## src/verilog/pcip_pkg.sv

```systemverilog
`default_nettype none

// ****************************************************************
// Constants shared by the register bank and the power-mode machine
// ****************************************************************
package pcip_pkg;

    // ************************************************************
    // Configuration-space offsets (byte addresses, dword aligned)
    // ************************************************************
    localparam logic [7:0] INTLAT_OFFSET  = 8'h3c; // Interrupt/latency
    localparam logic [7:0] DRVPWR_OFFSET  = 8'h40; // Driver area/power

    // ************************************************************
    // Interrupt/latency register fields
    // ************************************************************
    localparam int         MAX_LAT_LSB    = 24;    // Bits 31:24
    localparam int         MIN_GNT_LSB    = 16;    // Bits 23:16
    localparam int         INT_PIN_LSB    = 8;     // Bits 15:8
    localparam int         INT_LINE_LSB   = 0;     // Bits 7:0
    localparam logic [7:0] MAX_LAT_RESET  = 8'h28; // Quarter-us units
    localparam logic [7:0] MIN_GNT_RESET  = 8'h14; // Quarter-us units
    localparam logic [7:0] INT_PIN_VALUE  = 8'h01; // First pin, fixed
    localparam logic [7:0] INT_LINE_RESET = 8'h00; // Undefined, zeroed

    // ************************************************************
    // Driver area/power register fields
    // ************************************************************
    localparam int         SLEEP_BIT      = 31;
    localparam int         SNOOZE_BIT     = 30;
    localparam int         DRV_BYTE_LSB   = 8;     // Bits 15:8
    localparam logic [7:0] DRV_BYTE_RESET = 8'h00; // Undefined, zeroed
    localparam logic       MODE_RESET     = 1'b0;  // Sleep/snooze off

    // ************************************************************
    // Power-mode timing
    // ************************************************************
    // Idle cycles held after activity; snooze gates clocks again on the next idle cycle after these
    localparam int         WAKE_HOLD_CYCLES = 4;

    // ************************************************************
    // Power-mode states
    // ************************************************************
    typedef enum logic [1:0] {
        PWR_RUN   = 2'b00, // Normal operation
        PWR_SLEEP = 2'b01, // Clocks gated, config space only
        PWR_DOZE  = 2'b10, // Snooze, clocks gated
        PWR_WAKE  = 2'b11  // Snooze, temporarily awake
    } pcip_pwr_state_t;

endpackage : pcip_pkg

`default_nettype wire

```

## src/verilog/pcip_power_fsm.sv

```systemverilog
`timescale 1ns/1ns
`default_nettype none

// ****************************************************************
// Sleep / snooze power-mode machine
// ****************************************************************
module pcip_power_fsm #(
    parameter int HOLD_CYCLES = pcip_pkg::WAKE_HOLD_CYCLES
) (
    input  wire logic                      ref_clk_i,    // Bus clock
    input  wire logic                      reset_i,      // Sync, high
    input  wire logic                      sleep_en_i,   // Sleep bit
    input  wire logic                      snooze_en_i,  // Snooze bit
    input  wire logic                      activity_i,   // Any wake cause
    output var  logic                      clk_gate_o,   // Gate request
    output var  logic                      csr_block_o,  // CSRs closed
    output var  pcip_pkg::pcip_pwr_state_t state_o       // Current mode
);

    // Hold counter wide enough for the idle delay
    localparam int CW = $clog2(HOLD_CYCLES + 1);

    // All state in one record
    typedef struct packed {
        pcip_pkg::pcip_pwr_state_t st;    // Mode
        logic [CW-1:0]             hold;  // Idle cycles left
        logic                      gate;  // Registered gate request
        logic                      block; // Registered CSR block
    } pcip_fsm_t;

    pcip_fsm_t s_q;  // Current
    pcip_fsm_t s_d;  // Next

    // ************************************************************
    // Next-state logic
    // ************************************************************
    always_comb begin
        s_d = s_q;
        if (sleep_en_i) begin
            // Sleep wins if software sets both bits by mistake
            s_d.st = pcip_pkg::PWR_SLEEP;
        end else if (snooze_en_i) begin
            case (s_q.st)
                pcip_pkg::PWR_WAKE: begin
                    if (activity_i) begin
                        s_d.hold = CW'(HOLD_CYCLES);
                    end else if (s_q.hold == '0) begin
                        s_d.st = pcip_pkg::PWR_DOZE;
                    end else begin
                        s_d.hold = s_q.hold - CW'(1);
                    end
                end
                default: begin
                    // Activity wakes at once; otherwise doze
                    if (activity_i) begin
                        s_d.st   = pcip_pkg::PWR_WAKE;
                        s_d.hold = CW'(HOLD_CYCLES);
                    end else begin
                        s_d.st = pcip_pkg::PWR_DOZE;
                    end
                end
            endcase
        end else begin
            // Clearing both bits returns to run, held while both bits stay clear
            s_d.st = pcip_pkg::PWR_RUN;
        end
        s_d.gate  = (s_d.st == pcip_pkg::PWR_SLEEP) ||
                    (s_d.st == pcip_pkg::PWR_DOZE);
        s_d.block = (s_d.st == pcip_pkg::PWR_SLEEP);
    end

    // ************************************************************
    // State register
    // ************************************************************
    always_ff @(posedge ref_clk_i) begin
        if (reset_i) begin
            // Hardware reset always leaves sleep
            s_q <= '{pcip_pkg::PWR_RUN, '0, 1'b0, 1'b0};
        end else begin
            s_q <= s_d;
        end
    end

    assign clk_gate_o  = s_q.gate;
    assign csr_block_o = s_q.block;
    assign state_o     = s_q.st;
endmodule : pcip_power_fsm

`default_nettype wire

```

## src/verilog/pcip_regs.sv

```systemverilog
// Summary of operation
// - Bits 31:24 report bus-access interval
// - Bits 23:16 report needed burst length
// - Interrupt pin byte always reads 01
// - Interrupt line byte stored, read back only
// - Sleep bit gates clocks, config space only
// - Reset or clearing the bit ends sleep
// - Snooze gates; activity wakes; idle re-gates
// - Driver byte 15:8 freely read and written
`timescale 1ns/1ns
`default_nettype none

// ****************************************************************
// Interrupt/latency and driver-area/power configuration registers
// ****************************************************************
module pcip_regs #(
    parameter logic [7:0] MAX_LAT     = pcip_pkg::MAX_LAT_RESET,
    parameter logic [7:0] MIN_GNT     = pcip_pkg::MIN_GNT_RESET,
    parameter int         HOLD_CYCLES = pcip_pkg::WAKE_HOLD_CYCLES
) (
    input  wire logic                      ref_clk_i,          // Bus clk
    input  wire logic                      reset_i,            // Sync
    input  wire logic                      cfg_req_i,          // Access
    input  wire logic                      cfg_we_i,           // 1=write
    input  wire logic [7:0]                cfg_addr_i,         // Byte adr
    input  wire logic [3:0]                cfg_be_i,           // Lanes
    input  wire logic [31:0]               cfg_wdata_i,        // Wr data
    input  wire logic                      net_activity_i,     // Line
    input  wire logic                      tx_start_i,         // Tx go
    input  wire logic                      csr_access_i,       // Host CSR
    output var  logic [31:0]               cfg_rdata_o,        // Rd data
    output var  logic                      cfg_ack_o,          // Done
    output var  logic                      clk_gate_o,         // Gate req
    output var  logic                      csr_access_block_o, // Sleep
    output var  pcip_pkg::pcip_pwr_state_t power_state_o       // Mode
);

    // ************************************************************
    // State record
    // ************************************************************
    typedef struct packed {
        logic [7:0]  int_line; // Interrupt routing byte
        logic [7:0]  drv_byte; // Driver scratch byte
        logic        sleep;    // Sleep request bit
        logic        snooze;   // Snooze request bit
        logic [31:0] rdata;    // Registered read data
        logic        ack;      // One-cycle completion
    } pcip_regs_t;

    pcip_regs_t r_q;  // Current
    pcip_regs_t r_d;  // Next

    logic        hit_intlat;  // Address selects interrupt register
    logic        hit_drvpwr;  // Address selects driver-area register
    logic [31:0] intlat_val;  // Read view of interrupt register
    logic [31:0] drvpwr_val;  // Read view of driver-area register
    logic        activity;    // Any cause that wakes from snooze

    // ************************************************************
    // Decode and read views
    // ************************************************************
    always_comb begin
        // Low two address bits are ignored: dword registers
        hit_intlat = cfg_addr_i[7:2] == pcip_pkg::INTLAT_OFFSET[7:2];
        hit_drvpwr = cfg_addr_i[7:2] == pcip_pkg::DRVPWR_OFFSET[7:2];
        intlat_val = '0;
        intlat_val[pcip_pkg::MAX_LAT_LSB +: 8]  = MAX_LAT;
        intlat_val[pcip_pkg::MIN_GNT_LSB +: 8]  = MIN_GNT;
        intlat_val[pcip_pkg::INT_PIN_LSB +: 8]  =
            pcip_pkg::INT_PIN_VALUE;
        intlat_val[pcip_pkg::INT_LINE_LSB +: 8] = r_q.int_line;
        // Everything not named below stays zero
        drvpwr_val = '0;
        drvpwr_val[pcip_pkg::SLEEP_BIT]          = r_q.sleep;
        drvpwr_val[pcip_pkg::SNOOZE_BIT]         = r_q.snooze;
        drvpwr_val[pcip_pkg::DRV_BYTE_LSB +: 8]  = r_q.drv_byte;
    end

    // A config access also counts as host activity for snooze
    assign activity = net_activity_i || tx_start_i || csr_access_i ||
                      cfg_req_i;

    // ************************************************************
    // Register next values
    // ************************************************************
    always_comb begin
        r_d     = r_q;
        r_d.ack = cfg_req_i;
        if (cfg_req_i && cfg_we_i) begin
            // Config space stays writable in every power mode
            if (hit_intlat && cfg_be_i[0]) begin
                r_d.int_line = cfg_wdata_i[7:0];
            end
            if (hit_drvpwr && cfg_be_i[1]) begin
                r_d.drv_byte = cfg_wdata_i[15:8];
            end
            if (hit_drvpwr && cfg_be_i[3]) begin
                // Both bits stored as written; the machine gives sleep
                // priority should software break the pairing
                r_d.sleep  = cfg_wdata_i[pcip_pkg::SLEEP_BIT];
                r_d.snooze = cfg_wdata_i[pcip_pkg::SNOOZE_BIT];
            end
        end else if (cfg_req_i) begin
            // Reads return the value before this cycle
            if (hit_intlat) begin
                r_d.rdata = intlat_val;
            end else if (hit_drvpwr) begin
                r_d.rdata = drvpwr_val;
            end else begin
                // Offsets outside this bank answer with zero
                r_d.rdata = '0;
            end
        end
    end

    // ************************************************************
    // State register
    // ************************************************************
    always_ff @(posedge ref_clk_i) begin
        if (reset_i) begin
            r_q <= '{pcip_pkg::INT_LINE_RESET, pcip_pkg::DRV_BYTE_RESET,
                     pcip_pkg::MODE_RESET, pcip_pkg::MODE_RESET,
                     32'h0000_0000, 1'b0};
        end else begin
            r_q <= r_d;
        end
    end

    assign cfg_rdata_o = r_q.rdata;
    assign cfg_ack_o   = r_q.ack;

    // ************************************************************
    // Power-mode machine
    // ************************************************************
    pcip_power_fsm #(
        .HOLD_CYCLES (HOLD_CYCLES)
    ) u_power (
        .ref_clk_i   (ref_clk_i),
        .reset_i     (reset_i),
        .sleep_en_i  (r_q.sleep),
        .snooze_en_i (r_q.snooze),
        .activity_i  (activity),
        .clk_gate_o  (clk_gate_o),
        .csr_block_o (csr_access_block_o),
        .state_o     (power_state_o)
    );
endmodule : pcip_regs

`default_nettype wire

```

## config.mk

```make
export PLATFORM = sky130hd
export DESIGN_NAME = pcip_regs
export DESIGN_NICKNAME = d
export VERILOG_FILES = /design/src/verilog/pcip_pkg.sv /design/src/verilog/pcip_power_fsm.sv /design/src/verilog/pcip_regs.sv
export SDC_FILE = /design/constraint.sdc
export NUM_CORES = 1
export LEC_CHECK = 0
export BUFFER_PORTS_ARGS = -buffer_cell sky130_fd_sc_hd__buf_2
export CAP_MARGIN = 5
export CORE_MARGIN = 3
export CORE_UTILIZATION = 44
export CTS_BUF_LIST = sky130_fd_sc_hd__clkbuf_4
export CTS_CLUSTER_DIAMETER = 60
export DETAILED_ROUTE_END_ITERATION = 7
export PLACE_DENSITY_LB_ADDON = 0.15
export SLEW_MARGIN = 20
export SYNTH_ARGS = -nofsm -noshare
export SYNTH_HDL_FRONTEND = slang
export SYNTH_SLANG_ARGS = --single-unit
```

## constraint.sdc

```tcl
create_clock -name ref_clk_i -period 1.4 [get_ports ref_clk_i]
set_input_delay 0.14 -clock ref_clk_i [delete_from_list [all_inputs] [get_ports ref_clk_i]]
set_output_delay 0.14 -clock ref_clk_i [all_outputs]
set_load 0.01 [all_outputs]
```

==> flow_metrics.py <==
metrics = {
    "yosys": {
        "synth-seq-cells": 45,
        "yosysSeqAreaShare_pct": 43.7,
        "synthCells": 230,
        "postSynthAreaPerCell_um2": 8.97,
        "synth_area_um2": 2060,
        "netlist-cell-type-count": 27,
        "yosys-top-cells-area": "dfxtp_1 44%, nand2b_1 12%, mux2i_1 10%, buf_4 5.5%, nand4_1 5.2%",
        "synth_warnings": 0,
        "synth_top_area_share_pct": 43.7,
        "yosysTopAreaCell": "dfxtp_1",
    },
    "layout": {
        "nFillCells": 419,
        "layout_common_cells": "60 x buf_2, 43 x dfxtp_1, 41 x nand2b_1",
        "multi_input_area_um2": 1040,
        "ff_latch_area_um2": 903,
        "area_growth_pct": 22.1,
        "drive_above_1_share_pct": 32.2,
        "n_antenna_cell": 0,
        "design_area_um2": 2520,
        "final_common_cell": "buf_2",
        "nets": 343,
    },
    "power": {
        "power_w": 0.00209,
        "p_seq_share_pct": 61.4,
        "switching_share_pct": 24.4,
        "clkPwrFrac_pct": 28.7,
        "power.density_nw_per_um2": 831,
        "p_leak_nw": 1.03,
        "max-vdd-ir-drop_v": 0.000487,
        "p_int_w": 0.00158,
        "combinationalPowerShare_pct": 9.9,
        "p_switching_w": 0.000511,
    },
    "floorplan": {
        "initial_core_util_pct": 46.4,
        "die_x_um": 74.5,
        "dieArea_um2": 5540,
        "die_h_um": 74.5,
        "num_rows": 24,
        "fp.coreArea_um2": 4440,
        "ioPinCount": 88,
    },
    "detailed_routing": {
        "postRouteAntennaNets": 0,
        "wl_um": 4650,
        "wl_per_cell_um": 13.6,
        "viasPerCell": 4.95,
        "first_pass_iters": 4,
        "first_iter_violations": 38,
        "post-route-drc-count": 0,
        "vias": 1687,
    },
    "clock_network": {
        "clockRootBuffer": "clkbuf_4",
        "clockBufferDepth": 2,
        "cts_tree": "built",
        "cts_sinks": 45,
        "ctsHoldBuffers": 0,
        "clkTransAtPathRegs_ns": 0.12,
        "numCtsBuffers": 5,
        "clk_latency_ns": 0.35,
        "cts.htree.levels": 2,
    },
    "grt": {
        "grt_pass1_wl_um": 7290,
        "grt_pass1_vias": 1605,
        "antenna_found_initial": 0,
        "grt_usage_pct": 17.1,
        "grt-ovfl-total": 0,
        "grt_start_max_net_pins": 35,
    },
    "setup_path": {
        "crit_required_ns": 1.66,
        "end_kind": "flip-flop",
        "worst_path_max_delay_cell": "dfxtp_2",
        "critPathMostFrequentCell": "ha_4",
        "path_class": "reg -> reg",
        "critical_path.max_fanout": 2,
        "path_cells": "inv_2, ha_4, ha_4, and3b_2, o21ai_2, nand2_1, ha_1, nor2_1",
        "crit_arrival_ns": 1.74,
        "critPathLaunchType": "flip-flop",
        "critPathMaxStageDelay_ns": 0.34,
    },
    "place": {
        "gp_congestion": 0.782,
        "placed_cell_area_um2": 2430,
        "port_buffers": 60,
        "dp_hpwl_um": 3310,
    },
    "min_path": {
        "min_path_type": "in -> reg",
    },
    "timing": {
        "fin_tns_setup_ns": -0.135,
        "fin_crit_sh_pct": 106,
        "hold_violations": 0,
        "setup_viol": 2,
        "timing.final.crit_period_ns": 1.48,
        "max_freq_mhz": 675,
        "finClkSkew_ns": 0.00687,
        "finalMaxSlewViolations": 0,
        "setup_slack_ns": -0.0814,
        "rsz0062_at_grt": "yes",
    },
    "flow_run": {
        "drv_cap": 0,
    },
    "status": {
        "violations": "negative setup slack",
        "outcome": "finished with violations",
    },
}
-- logic make-up after synthesis --
kind of cell	after synthesis	share of synthesized area [%]
other	1	0.182
muxes	21	10.2
and+or+nand+nor	99	27.9
AOI/OAI and AO/OA	25	6.74
DFF	45	43.7
adders and majority gates	3	1.82
buffers and inverters	36	9.47
-- critical path, delay by kind of cell, from the launching register on --
kind                     cells  cell delay [ns]
buffers and inverters        1             0.07
AND/OR/NAND/NOR              3             0.32
adder cells (fa/ha/maj)      3             0.52
AO/OA/AOI/OAI                1             0.14
flip-flops                   1             0.34
-- Yosys cell counts --
cell,instances
dfxtp_1,45
nand2b_1,41
mux2i_1,21
a21oi_1,20
nand2_1,20
nand4_1,17
buf_4,15
clkbuf_1,13
and4_1,4
inv_1,4
nor2_1,4
nor2b_1,4
buf_2,3
ha_1,3
nand3_1,3
or4_1,2
a211oi_1,1
a31o_2,1
and2_1,1
and3b_1,1
buf_1,1
conb_1,1
nor4_1,1
o21ai_0,1
o21ba_2,1
o21bai_1,1
or4_4,1
-- path summary, 6_finish.rpt --
kind	from	endpoint	slack [ns]	depth (start not counted)
hold reg to reg	cfg_rdata_o[6]	cfg_rdata_o[6]	0.45	2
setup reg to reg	u_power.s_q[3]	u_power.clk_gate_o	-0.08	8
hold / removal	cfg_wdata_i[15]	drvpwr_val[15]	0.02	3
setup / recovery	u_power.s_q[3]	u_power.clk_gate_o	-0.08	8
-- layer usage --
metal  GRT usage [%]  wire, µm  vias to the layer above  part of all wire, %
met5               0         0                        -                    0
met4            5.93        60                        0                  1.3
met3            4.19       256                        5                  5.5
met2            27.2      2080                       53                   45
met1            22.7      2250                      756                   48
li1                -         -                      873                    -
-- sequential cells by signal, summed over array words and instances, names as in the netlist --
name / cells
drvpwr_val: 10
u_power.state_o: 2
u_power.s_q: 3
cfg_ack_o: 1
intlat_val: 8
u_power.csr_block_o: 1
cfg_rdata_o: 19
u_power.clk_gate_o: 1
-- final cells by class --
cell class	count	share of cell area [%]
clock buffers	6	1.79
clock inverters	1	0.149
inverters	4	0.596
multi-input cells	158	41.1
flip-flops and latches	45	35.9
well taps	52	2.58
repair buffers	75	17.9
-- timing repair --
action | CTS | global route
endpoints found under the hold margin | 0 | 0
gates resized for setup | 9 | 0
buffers inserted | 0 | 1
pin swaps | 5 | 1
setup endpoints to repair | 5 | 5
-- stage by stage --
step                      worst slack [ns]  hold slack [ns]  utilization [%]  instances
after floorplan                    0.00158            0.268                -        239
after global placement             -0.0925            0.409             54.7        333
after detailed placement            -0.103            0.407             54.7        333
after CTS                          -0.0701          0.00725             56.5        340
after global routing                -0.123          0.00461             56.7        341
final                              -0.0814           0.0219             56.7        341
-- power groups by stage --
stage	clock (W)	sequential (W)	combinational, W
2_1_floorplan	0	0.00132	0.000121
4_1_cts	0.000627	0.00129	0.000206
5_1_grt	0.000666	0.00129	0.000226
3_5_place_dp	0	0.00131	0.000205
3_3_place_gp	0	0.00132	0.000206
6_report	0.000600	0.00129	0.000207
No activity file was read; power rests on OpenSTA's default activity.
